$ cat config.mk
export PLATFORM = sky130hd
export DESIGN_NAME = edsp_core
export DESIGN_NICKNAME = d
export VERILOG_FILES = /design/src/logic/edsp_core.v
export VERILOG_INCLUDE_DIRS = /design/src /design/src/logic
export SDC_FILE = /design/constraint.sdc
export NUM_CORES = 1
export LEC_CHECK = 0
export ABC_AREA = 1
export BUFFER_PORTS_ARGS = -buffer_cell sky130_fd_sc_hd__buf_2
export CAP_MARGIN = 0
export CORE_MARGIN = 2
export CORE_UTILIZATION = 51
export DETAILED_ROUTE_END_ITERATION = 6
export PLACE_DENSITY = 0.79
export SETUP_SLACK_MARGIN = 0.5
export SYNTH_ARGS = -nofsm -noshare
export SYNTH_HDL_FRONTEND = slang
export SYNTH_SLANG_ARGS = --single-unit
$ cat constraint.sdc
create_clock -name ref_clk -period 9.6 [get_ports ref_clk]
set_clock_uncertainty 0.2 [all_clocks]
set_input_delay 0.96 -clock ref_clk [delete_from_list [all_inputs] [get_ports ref_clk]]
set_output_delay 0.96 -clock ref_clk [all_outputs]
set_load 0.005 [all_outputs]
$ cat src/logic/edsp_map.vh
// constants for the external data access, stretch and dual pointer block
// Operation
// - all program fetches go to external memory
// - low address/data multiplexed, high address separate
// - machine cycle is 4 clocks, fetches unstretched
// - software sets a 3-bit stretch 0..7
// - data move takes two plus stretch cycles
// - stretch resets to 1
// - strobe 2 clocks at 0, else 4 per step
// - stretch touches data cycles only
// - stretch in bits 2..0 at 8Eh
// - primary pointer at 82h and 83h
// - secondary pointer at 84h and 85h
// - bit 0 at 86h selects pointer
// - select bits 7..1 inert, read zero
// - toggling select bit switches active pointer
// - pointer operations use only selected pointer
// - select bit resets to zero
`ifndef EDSP_MAP_VH
`define EDSP_MAP_VH
`define EDSP_ADDR_PTR0_LOW 8'h82
`define EDSP_ADDR_PTR0_HIGH 8'h83
`define EDSP_ADDR_PTR1_LOW 8'h84
`define EDSP_ADDR_PTR1_HIGH 8'h85
`define EDSP_ADDR_PTR_SEL 8'h86
`define EDSP_ADDR_TIMING 8'h8E
`define EDSP_STRETCH_LSB 0
`define EDSP_STRETCH_MSB 2
`define EDSP_TIMING_RESET 8'h01
`define EDSP_SEL_RESET 1'h0
`define EDSP_CLOCKS_PER_CYCLE 4'h4
`define EDSP_ZERO_STRETCH_STROBE 8'h02
`define EDSP_STROBE_PER_STEP 8'h04
`define EDSP_BASE_DATA_CYCLES 4'h2
`define EDSP_FETCH_STROBE 8'h02
`define EDSP_FETCH_TAIL 8'h01
`define EDSP_PTR_RESET 8'h00
`endif

$ cat src/logic/edsp_core.v
// external bus sequencer with stretch control and dual data pointer
`timescale 1ns/1ps
`include "edsp_map.vh"
module edsp_core (
  // clock and reset
  input wire ref_clk,
  input wire rst,
  // special-function register port from the core
  input wire sfr_wr,
  input wire sfr_rd,
  input wire [7:0] sfr_addr,
  input wire [7:0] sfr_wdata,
  output reg [7:0] sfr_rdata,
  // pointer operations from the core
  input wire ptr_inc,
  input wire sel_inc,
  input wire ptr_load,
  input wire [15:0] ptr_load_value,
  output wire [15:0] data_pointer,
  // bus requests from the core
  input wire fetch_req,
  input wire [15:0] fetch_addr,
  input wire move_req,
  input wire move_write,
  input wire move_use_ptr,
  input wire [15:0] move_addr,
  input wire [7:0] move_wdata,
  output wire busy,
  output reg done,
  output reg [7:0] rdata,
  // external bus pins
  input wire [7:0] low_addr_data_port_in,
  output reg [7:0] low_addr_data_port_out,
  output reg low_addr_data_port_oe_n,
  output reg [7:0] high_addr_port,
  output reg addr_latch,
  output reg fetch_strobe_n,
  output reg read_strobe_n,
  output reg write_strobe_n
);

  // one-hot sequencer states
  localparam ST_IDLE = 4'b0001;
  localparam ST_ADDR = 4'b0010;
  localparam ST_STROBE = 4'b0100;
  localparam ST_TAIL = 4'b1000;

  // software-visible registers
  reg [7:0] primary_pointer_low;
  reg [7:0] primary_pointer_high;
  reg [7:0] secondary_pointer_low;
  reg [7:0] secondary_pointer_high;
  reg pointer_select;
  reg [7:0] timing_control;

  // sequencer state; count and tail_len are both clock counts
  reg [3:0] state;
  reg [7:0] count;
  reg [7:0] tail_len;
  reg is_fetch;
  reg is_write;

  // data pin synchroniser stages
  reg [7:0] pin_meta;
  reg [7:0] pin_sync;

  // decoded views and pointer arithmetic
  wire [2:0] stretch;
  wire [15:0] active_ptr;
  wire [15:0] ptr_plus;
  wire [5:0] wr_hit;
  wire ptr_op;
  wire [15:0] ptr_next;

  assign stretch = timing_control[`EDSP_STRETCH_MSB:`EDSP_STRETCH_LSB];
  // only the selected pointer is presented, loaded or incremented; byte writes reach either one
  assign active_ptr = pointer_select ? {secondary_pointer_high, secondary_pointer_low}
                                     : {primary_pointer_high, primary_pointer_low};
  assign ptr_plus = active_ptr + 16'h0001;
  assign data_pointer = active_ptr;
  assign busy = (state != ST_IDLE);

  // strobe width in clocks for a given stretch
  function [7:0] strobe_clocks;
    input [2:0] s;
    begin
      if (s == 3'h0) begin
        strobe_clocks = `EDSP_ZERO_STRETCH_STROBE;
      end else begin
        strobe_clocks = `EDSP_STROBE_PER_STEP * {5'h00, s};
      end
    end
  endfunction

  // total clocks of a data move: (2 + stretch) machine cycles
  function [7:0] move_clocks;
    input [2:0] s;
    begin
      move_clocks = {4'h0, `EDSP_CLOCKS_PER_CYCLE} *
                    ({4'h0, `EDSP_BASE_DATA_CYCLES} + {5'h00, s});
    end
  endfunction

  // read data pins pass two flops before use
  always @(posedge ref_clk or posedge rst) begin
    if (rst) begin
      pin_meta <= 8'h00;
      pin_sync <= 8'h00;
    end else begin
      pin_meta <= low_addr_data_port_in;
      pin_sync <= pin_meta;
    end
  end

  // one-hot register decode shared by the write processes
  function [5:0] reg_hit;
    input [7:0] a;
    begin
      reg_hit = 6'h00;
      case (a)
        `EDSP_ADDR_PTR0_LOW: reg_hit = 6'h01;
        `EDSP_ADDR_PTR0_HIGH: reg_hit = 6'h02;
        `EDSP_ADDR_PTR1_LOW: reg_hit = 6'h04;
        `EDSP_ADDR_PTR1_HIGH: reg_hit = 6'h08;
        `EDSP_ADDR_PTR_SEL: reg_hit = 6'h10;
        `EDSP_ADDR_TIMING: reg_hit = 6'h20;
        default: reg_hit = 6'h00;
      endcase
    end
  endfunction

  // a register write outranks the toggle pulse, which outranks load and increment
  assign wr_hit = sfr_wr ? reg_hit(sfr_addr) : 6'h00;
  assign ptr_op = !sfr_wr && !sel_inc && (ptr_load || ptr_inc);
  // the increment wraps at 16 bits
  assign ptr_next = ptr_load ? ptr_load_value : ptr_plus;

  // timing control: software may retune at any moment; the sequencer latches per move
  always @(posedge ref_clk or posedge rst) begin
    if (rst) begin
      timing_control <= `EDSP_TIMING_RESET;
    end else if (wr_hit[5]) begin
      timing_control <= sfr_wdata;
    end
  end

  // select bit: only bit 0 is stored
  always @(posedge ref_clk or posedge rst) begin
    if (rst) begin
      pointer_select <= `EDSP_SEL_RESET;
    end else if (wr_hit[4]) begin
      pointer_select <= sfr_wdata[0];
    end else if (!sfr_wr && sel_inc) begin
      pointer_select <= ~pointer_select;
    end
  end

  // primary pointer bytes; load and increment only while it is selected
  always @(posedge ref_clk or posedge rst) begin
    if (rst) begin
      primary_pointer_low <= `EDSP_PTR_RESET;
      primary_pointer_high <= `EDSP_PTR_RESET;
    end else if (ptr_op && !pointer_select) begin
      // ptr_op excludes sfr_wr, so a byte write never meets a pointer operation
      {primary_pointer_high, primary_pointer_low} <= ptr_next;
    end else begin
      if (wr_hit[0]) begin
        primary_pointer_low <= sfr_wdata;
      end
      if (wr_hit[1]) begin
        primary_pointer_high <= sfr_wdata;
      end
    end
  end

  // secondary pointer bytes; load and increment only while it is selected
  always @(posedge ref_clk or posedge rst) begin
    if (rst) begin
      secondary_pointer_low <= `EDSP_PTR_RESET;
      secondary_pointer_high <= `EDSP_PTR_RESET;
    end else if (ptr_op && pointer_select) begin
      // ptr_op excludes sfr_wr, so a byte write never meets a pointer operation
      {secondary_pointer_high, secondary_pointer_low} <= ptr_next;
    end else begin
      if (wr_hit[2]) begin
        secondary_pointer_low <= sfr_wdata;
      end
      if (wr_hit[3]) begin
        secondary_pointer_high <= sfr_wdata;
      end
    end
  end

  // read mux; unmapped addresses read zero
  // read data is combinational and zero whenever sfr_rd is low
  always @* begin
    sfr_rdata = 8'h00;
    if (sfr_rd) begin
      case (sfr_addr)
        `EDSP_ADDR_PTR0_LOW: sfr_rdata = primary_pointer_low;
        `EDSP_ADDR_PTR0_HIGH: sfr_rdata = primary_pointer_high;
        `EDSP_ADDR_PTR1_LOW: sfr_rdata = secondary_pointer_low;
        `EDSP_ADDR_PTR1_HIGH: sfr_rdata = secondary_pointer_high;
        `EDSP_ADDR_PTR_SEL: sfr_rdata = {7'h00, pointer_select};
        `EDSP_ADDR_TIMING: sfr_rdata = timing_control;
        default: sfr_rdata = 8'h00;
      endcase
    end
  end

  // bus sequencer: one address clock, strobe phase, tail to fill the cycles
  always @(posedge ref_clk or posedge rst) begin
    if (rst) begin
      state <= ST_IDLE;
      count <= 8'h00;
      tail_len <= 8'h00;
      is_fetch <= 1'b0;
      is_write <= 1'b0;
      done <= 1'b0;
      rdata <= 8'h00;
      low_addr_data_port_out <= 8'h00;
      low_addr_data_port_oe_n <= 1'b1;
      high_addr_port <= 8'h00;
      addr_latch <= 1'b0;
      fetch_strobe_n <= 1'b1;
      read_strobe_n <= 1'b1;
      write_strobe_n <= 1'b1;
    end else begin
      done <= 1'b0;
      case (state)
        ST_IDLE: begin
          if (fetch_req) begin
            // program fetch: fixed 4-clock cycle, stretch ignored
            is_fetch <= 1'b1;
            is_write <= 1'b0;
            high_addr_port <= fetch_addr[15:8];
            low_addr_data_port_out <= fetch_addr[7:0];
            low_addr_data_port_oe_n <= 1'b0;
            addr_latch <= 1'b1;
            // two strobe clocks and one tail clock complete the fixed cycle
            count <= `EDSP_FETCH_STROBE;
            tail_len <= `EDSP_FETCH_TAIL;
            state <= ST_ADDR;
          end else if (move_req) begin
            // stretch captured here so a later write cannot alter this move
            is_fetch <= 1'b0;
            is_write <= move_write;
            high_addr_port <= move_use_ptr ? active_ptr[15:8] : move_addr[15:8];
            low_addr_data_port_out <= move_use_ptr ? active_ptr[7:0] : move_addr[7:0];
            low_addr_data_port_oe_n <= 1'b0;
            addr_latch <= 1'b1;
            count <= strobe_clocks(stretch);
            tail_len <= move_clocks(stretch) - strobe_clocks(stretch) - 8'h01;
            state <= ST_ADDR;
          end
        end

        // address phase over: turn the port for reads, drive write data
        ST_ADDR: begin
          addr_latch <= 1'b0;
          if (is_write) begin
            low_addr_data_port_out <= move_wdata;
          end else begin
            low_addr_data_port_oe_n <= 1'b1;
          end
          fetch_strobe_n <= ~is_fetch;
          read_strobe_n <= is_fetch | is_write;
          write_strobe_n <= ~is_write;
          state <= ST_STROBE;
        end

        // strobe low for the width captured at the request
        ST_STROBE: begin
          if (count == 8'h01) begin
            // end of strobe; read data is taken two tail clocks later
            fetch_strobe_n <= 1'b1;
            read_strobe_n <= 1'b1;
            write_strobe_n <= 1'b1;
            count <= tail_len;
            state <= ST_TAIL;
          end else begin
            count <= count - 8'h01;
          end
        end

        // tail: strobes released, port turned around
        ST_TAIL: begin
          // tail stands >=1 clock; fetch total is 4 clocks
          low_addr_data_port_oe_n <= 1'b1;
          // two-flop latency: the byte seen in the last strobe clock lands here
          if (!is_write && !is_fetch && count == tail_len - 8'h01) begin
            rdata <= pin_sync;
          end
          if (count <= 8'h01) begin
            done <= 1'b1;
            state <= ST_IDLE;
          end else begin
            count <= count - 8'h01;
          end
        end

        // stray codes fall back to idle
        default: state <= ST_IDLE;
      endcase
    end
  end

endmodule

==> flow_summary.json, run 1 <==
{
  "grt_usage_pct": 28.8,
  "max-cap-violations": 0,
  "final_cell_mix": "nand2_1, buf_2, dfrtp_1",
  "met3WireLength_mm": 1.63,
  "rsz0062_at_grt": "false",
  "startpoint": "sfr_addr[6]",
  "die_width_um": 120,
  "grt_pass1_vias": 6372,
  "cp-endpoint": "sfr_rdata[1]",
  "post_drt_wl_per_cell_um": 16.1,
  "drt-met1-wl_mm": 8.01,
  "syn_area_per_cell_um2": 7.27,
  "area_delta_synth_final_pct": 16.3,
  "crit_path_cell_trace": "buf_2 > nor2_1 > nand2_2 > nor4_2 > nand2_1 > o211ai_1 > nor2_1 > nor2_1 > buf_2",
  "dp_slack_ns": 5.83,
  "cpMostUsedCell": "nor2_1",
  "num-fill-cells": 1241,
  "r2r-start": "pointer_select",
  "dr.pass1.iters": 5,
  "hold_viol": 0,
  "clock_insertion_delay_worst_skew_ns": 0.37,
  "die_h_um": 120,
  "ff2ff_path_depth": 11,
  "routabilityCongestion": 1.01,
  "final_common_cell": "nand2_1",
  "vias": 6834,
  "crit_arrival_ns": 2.65,
  "drv_slew": 0,
  "post_cts_buffers": 0,
  "drive_gt1_share_pct": 23.2,
  "r2r_setup_slack_ns": 6.81,
  "tns_ns": 0,
  "async_reset_ff_share_pct": 100,
  "dp_hpwl_mm": 15.2,
  "h-tree-depth": 3,
  "yosys_warnings": 0,
  "cts-root-buf": "clkbuf_16",
  "syn_inst": 942,
  "cts_tree": "yes",
  "drc": 0,
  "row_count": 42,
  "cts_sinks": 109,
  "required_ns": 8.44,
  "critPathCaptureType": "output port",
  "setup_viol": 0,
  "min_period_over_period_pct": 39.7,
  "ys_seq_area_share_pct": 40.0,
  "drt-initial-drc-count": 507,
  "routed_wl_mm": 20.1,
  "syn_area_um2": 6840,
  "dp.cells": 1236,
  "final_antenna_net_count": 0,
  "worstMarginPinSlew_ns": 1.06,
  "p_per_area_nw_per_um2": 272,
  "peakVddDrop_uv": 114,
  "ios": 146,
  "r2r-end": "primary_pointer_high[6]",
  "die_area_um2": 14400,
  "drt-vias-per-instance": 5.46,
  "outcome": "finished clean",
  "fin_crit_ns": 3.81,
  "path_max_fanout": 11,
  "p_leak_nw": 4.20,
  "crit_path_start_kind": "input pin",
  "portBuffers": 145,
  "slowest_delay_ns": 0.81,
  "clockBufferDepth": 2,
  "min_path_type": "reg -> reg",
  "critPathKind": "in -> out",
  "ys_seq_elements": 109,
  "cpMaxStageDelayCell": "nor4_2",
  "synth_edf_count": 0,
  "hold_ws_ns": 0.148,
  "wl_met2_mm": 9.82,
  "antenna_found_initial": 0,
  "highest_layer": "met4",
  "numCtsBuffers": 9,
  "start_util_pct": 51.9,
  "synth_ff_type": "dfrtp_1",
  "grt_pass1_wl_mm": 32.2,
  "overflow": 0,
  "setup_ws_ns": 5.79,
  "fp.coreArea_um2": 13200,
  "fin_cells": 1252,
  "hold_buffers": 0,
  "clk_pin_slew_ns": 0.07,
  "nNetsFinal": 1167,
  "antenna_cells": 0,
  "post_cts_resized": 0,
  "grt_max_degree": 66,
  "synth_cell_types": 53,
  "max_freq_ghz": 0.262,
  "max-slew-margin-rel_pct": 28.8,
  "power_mw": 2.17
}
==> worst max-delay path, delay by kind of cell <==
family | cells | cell delay, ns
buffers and inverters | 2 | 0.21
AND/OR/NAND/NOR | 6 | 1.33
AO/OA/AOI/OAI | 1 | 0.14
==> routing by layer <==
metal | vias to the layer above | global-route usage [%]
li1 | 3310 | -
met1 | 3167 | 36.0
met2 | 303 | 48.0
met3 | 54 | 7.41
met4 | 0 | 11.3
met5 | - | 0
==> cells by family (layout without fill, tap and decap cells) <==
family | count (synthesis) | in the layout | share of synthesized area, %
xor gates and xnor gates | 12 | 12 | 1.54
AOI/OAI and AO/OA | 136 | 136 | 12.4
buffers and inverters | 144 | 277 | 9.16
muxes | 5 | 5 | 1.04
DFF | 109 | 109 | 40.0
and+or+nand+nor | 530 | 530 | 34.9
adders and majority gates | 5 | 5 | 0.914
other | 1 | 2 | 0.0548
==> worst min-delay path by stage <==
stage / to / slack [ns] / from / cells past startpoint
CTS: pin_sync[4] / 0.15 / pin_meta[4] / 0
global placement: pin_sync[3] / 0.13 / pin_meta[3] / 0
detailed placement: pin_sync[1] / 0.13 / pin_meta[1] / 0
finish: pin_sync[0] / 0.15 / pin_meta[0] / 0
global route: pin_sync[6] / 0.15 / pin_meta[6] / 0
floorplan: pin_sync[0] / 0.13 / pin_meta[0] / 0
==> per-stage QoR <==
step | utilization, % | area [um^2]
2_1_floorplan | - | 6850
3_5_place_dp | 57.8 | 7620
3_3_place_gp | 57.8 | 7620
6_report | 60.3 | 7960
4_1_cts | 60.3 | 7960
5_1_grt | 60.3 | 7960
==> cells in the mapped netlist (11+ instances only) <==
cell type	n	area [um^2]
a31oi_1	12	75.1
dfrtp_1	103	2580
inv_1	98	368
inv_2	12	45.0
nand2_1	297	1110
nand2_2	21	131
nand3_1	75	375
nand4_1	20	125
nor2_1	79	297
o211ai_1	26	195
o21ai_0	48	240
o22ai_1	18	113
xor2_1	11	96.3
==> report_power, final <==
part	total (mW)	switching, mW	leakage, nW	internal [mW]
registers	0.729	0.119	1.34	0.610
clock network	0.420	0.175	0.164	0.245
logic	1.02	0.669	2.69	0.349
==> layout make-up <==
cell class | count | area (um^2) | share of cell area, %
Tap cell | 176 | 220 | 2.77
Timing Repair Buffer | 149 | 756 | 9.50
Inverter | 112 | 428 | 5.38
Multi-Input combinational cell | 690 | 3490 | 43.8
Sequential cell | 109 | 2740 | 34.4
Clock inverter | 4 | 77.6 | 0.975
Clock buffer | 12 | 256 | 3.22
(Power assumes the default switching activity.)
==> run 2, diff against run 1 <==
--- a/config.mk
+++ b/config.mk
@@ -6,13 +6,13 @@
 export SDC_FILE = /design/constraint.sdc
 export NUM_CORES = 1
 export LEC_CHECK = 0
-export ABC_AREA = 1
+export ABC_AREA = 0
 export BUFFER_PORTS_ARGS = -buffer_cell sky130_fd_sc_hd__buf_2
 export CAP_MARGIN = 0
 export CORE_MARGIN = 2
-export CORE_UTILIZATION = 51
+export CORE_UTILIZATION = 49
 export DETAILED_ROUTE_END_ITERATION = 6
-export PLACE_DENSITY = 0.79
+export PLACE_DENSITY = 0.81
 export SETUP_SLACK_MARGIN = 0.5
 export SYNTH_ARGS = -nofsm -noshare
 export SYNTH_HDL_FRONTEND = slang
==> constraint.sdc (replaced) <==
create_clock -name ref_clk -period 3.25 [get_ports ref_clk]
set_clock_uncertainty 0.2 [all_clocks]
set_input_delay 0.325 -clock ref_clk [delete_from_list [all_inputs] [get_ports ref_clk]]
set_output_delay 0.325 -clock ref_clk [all_outputs]
set_load 0.005 [all_outputs]
==> run 2 against run 1 <==
The flow now finishes with violations (design-rule violations). Sequential power grew to 3.1 times the previous value. Die area shrank 4.1%. Final area shrank 4.0%. Clock-buffer cell count shrank 2. Synthesized area shrank 8.0%. Via count shrank 12%. Combinational power grew 120%. Final cell count shrank 23%. Sequential share of layout area grew 1.4 points.
==> flow_summary.json, run 2 <==
{
  "outcome": "finished with violations",
  "violations": "design-rule violations",
  "rsz0062_at_grt": "false",
  "peakVddDrop_uv": 423,
  "yosysMostFrequentCell": "dfrtp_1",
  "cts_tree": "yes",
  "synth_top_area_share_pct": 40.9,
  "required_ns": 3.28,
  "drive_gt1_share_pct": 27.0,
  "dr.pass1.iters": 7,
  "post_drt_wl_per_cell_um": 20.7,
  "highest_layer": "met4",
  "ys_seq_area_share_pct": 43.4,
  "die_h_um": 117,
  "crit_arrival_ns": 2.67,
  "grt_usage_pct": 28.8,
  "setup_viol": 0,
  "routed_wl_mm": 20.0,
  "synth_edf_count": 0,
  "dp_hpwl_mm": 14.5,
  "numCtsBuffers": 9,
  "hold_viol": 0,
  "cts_sinks": 109,
  "min_period_over_period_pct": 81.0,
  "drt-met1-wl_mm": 8.10,
  "final_common_cell": "buf_2",
  "ys_seq_elements": 109,
  "max-cap-violations": 0,
  "synthTopCellsByArea": "dfrtp_1, mux2i_1, a21oi_1, a211oi_1, xnor2_1",
  "drt-initial-drc-count": 575,
  "clock_insertion_delay_worst_skew_ns": 0.36,
  "nNetsFinal": 883,
  "min_path_type": "in -> reg",
  "area_delta_synth_final_pct": 21.3,
  "yosys.area.top_type": "dfrtp_1",
  "clk_pin_slew_ns": 0.07,
  "final_cell_mix": "buf_2, dfrtp_1, a21oi_1",
  "grt_pass1_vias": 5923,
  "met3WireLength_mm": 1.23,
  "fin_crit_ns": 2.63,
  "fp.coreArea_um2": 12600,
  "postPlaceCellArea_um2": 7230,
  "tns_ns": 0,
  "die_area_um2": 13800,
  "drt-vias-per-instance": 6.27,
  "crit_path_start_kind": "flop",
  "antenna_found_initial": 0,
  "yosys_warnings": 0,
  "max-slew-margin-rel_pct": 48.2,
  "grt_max_degree": 59,
  "start_util_pct": 50.1,
  "p_leak_nw": 3.58,
  "regArea_um2": 2740,
  "num-fill-cells": 1088,
  "max_freq_ghz": 0.380,
  "multiInputGateArea_um2": 3320,
  "portBuffers": 145,
  "drc": 2,
  "antenna_cells": 0,
  "path_max_fanout": 8,
  "grt_pass1_wl_mm": 31.5,
  "vias": 6043,
  "clockBufferDepth": 2,
  "synth_ff_type": "dfrtp_1",
  "ios": 146,
  "die_width_um": 117,
  "syn_area_per_cell_um2": 9.77,
  "worstMarginPinSlew_ns": 0.775,
  "wl_met2_mm": 9.89,
  "drv_slew": 0,
  "routabilityCongestion": 0.997,
  "crit_path_cell_trace": "or4b_1 > nor3_1 > o2111ai_1 > a211oi_4 > buf_12 > mux2_1",
  "synthTopCellsByCount": "dfrtp_1, a21oi_1, mux2i_1, nand2_1, nor2_1",
  "stdcell_area_um2": 7640,
  "p_per_area_nw_per_um2": 726,
  "synth_cell_types": 67,
  "overflow": 0,
  "critPathKind": "reg -> reg",
  "final_antenna_net_count": 0,
  "h-tree-depth": 3,
  "async_reset_ff_share_pct": 100,
  "syn_inst": 645,
  "hold_ws_ns": 0.0153,
  "cts-root-buf": "clkbuf_16",
  "syn_area_um2": 6300,
  "critPathCaptureType": "flop",
  "cpMaxStageDelayCell": "or4b_1",
  "row_count": 41,
  "slowest_delay_ns": 0.61
}
==> run 2: cell types whose count changed after synthesis, moves of 40 or more <==
cell | previous run | this run
a21oi_1 | 7 | 54
inv_1 | 98 | 24
mux2i_1 | 0 | 45
nand2_1 | 297 | 43
nand3_1 | 75 | 15
nor2_1 | 79 | 39
==> run 2: final cells by class <==
class | count | share of cell area (%)
Clock buffer | 10 | 3.00
Timing Repair Buffer | 172 | 13.0
Sequential cell | 109 | 35.8
Tap cell | 172 | 2.82
Clock inverter | 6 | 0.753
Inverter | 25 | 1.28
Multi-Input combinational cell | 470 | 43.4
==> run 2: final timing paths <==
kind / cells after the start / end / slack [ns] / start
max in group asynchronous: 4 / timing_control[0] / 1.60 / rst
min in group asynchronous: 3 / high_addr_port[7] / 0.45 / rst
max: 6 / rdata[7] / 0.62 / state[1]
max reg2reg: 6 / rdata[7] / 0.62 / state[1]
min: 3 / low_addr_data_port_out[1] / 0.02 / move_wdata[1]
min reg2reg: 0 / pin_sync[7] / 0.16 / pin_meta[7]
==> run 2: timing repair <==
action                     in CTS  in global routing
gates resized for setup         0                  3
hold buffers                   10                  0
hold endpoints to repair       39                  0
setup endpoints to repair       0                 11
setup buffers                   0                  1
==> run 2: logic make-up (layout without fill, tap and decap cells) <==
| group | Yosys count | in the layout | synth area share [%] |
|---|---|---|---|
| AO/OA/AOI/OAI | 178 | 178 | 19.6 |
| XOR/XNOR | 24 | 24 | 3.34 |
| adder cells (fa/ha/maj) | 5 | 5 | 0.993 |
| buffers and inverters | 67 | 213 | 4.23 |
| flip-flops | 109 | 109 | 43.4 |
| multiplexers | 68 | 68 | 11.3 |
| other | 1 | 2 | 0.0595 |
| AND/OR/NAND/NOR | 193 | 193 | 17.1 |
==> run 2: power breakdown <==
part           switching, mW  internal [mW]  leakage, nW
clock                  0.539          0.534        0.132
combinational           1.24          0.966         2.14
sequential             0.491           1.77         1.31
total                   2.27           3.27         3.58
==> run 2: metal layers <==
layer	up-vias	track usage [%]
met4	0	12.0
met1	2983	36.7
met3	65	6.03
li1	2706	-
met5	-	0
met2	289	47.8
==> run 2: worst max-delay path: cells and delay by family (launching register included) <==
kind	cells	cell delay [ns]
and+or+nand+nor	2	0.88
AOI/OAI and AO/OA	2	0.47
DFF	1	0.46
muxes	1	0.33
buffers and inverters	1	0.16
==> run 2: per-stage QoR <==
step | total power [mW] | util (%) | worst slack, ns | std cells
after global routing | 5.88 | 60.8 | 0.517 | 964
after global placement | 4.34 | 57.5 | 0.633 | 937
after detailed placement | 4.43 | 57.5 | 0.539 | 937
after floorplan | 3.57 | - | 0.772 | 646
final | 5.55 | 60.8 | 0.617 | 964
after CTS | 5.52 | 60.6 | 0.503 | 963
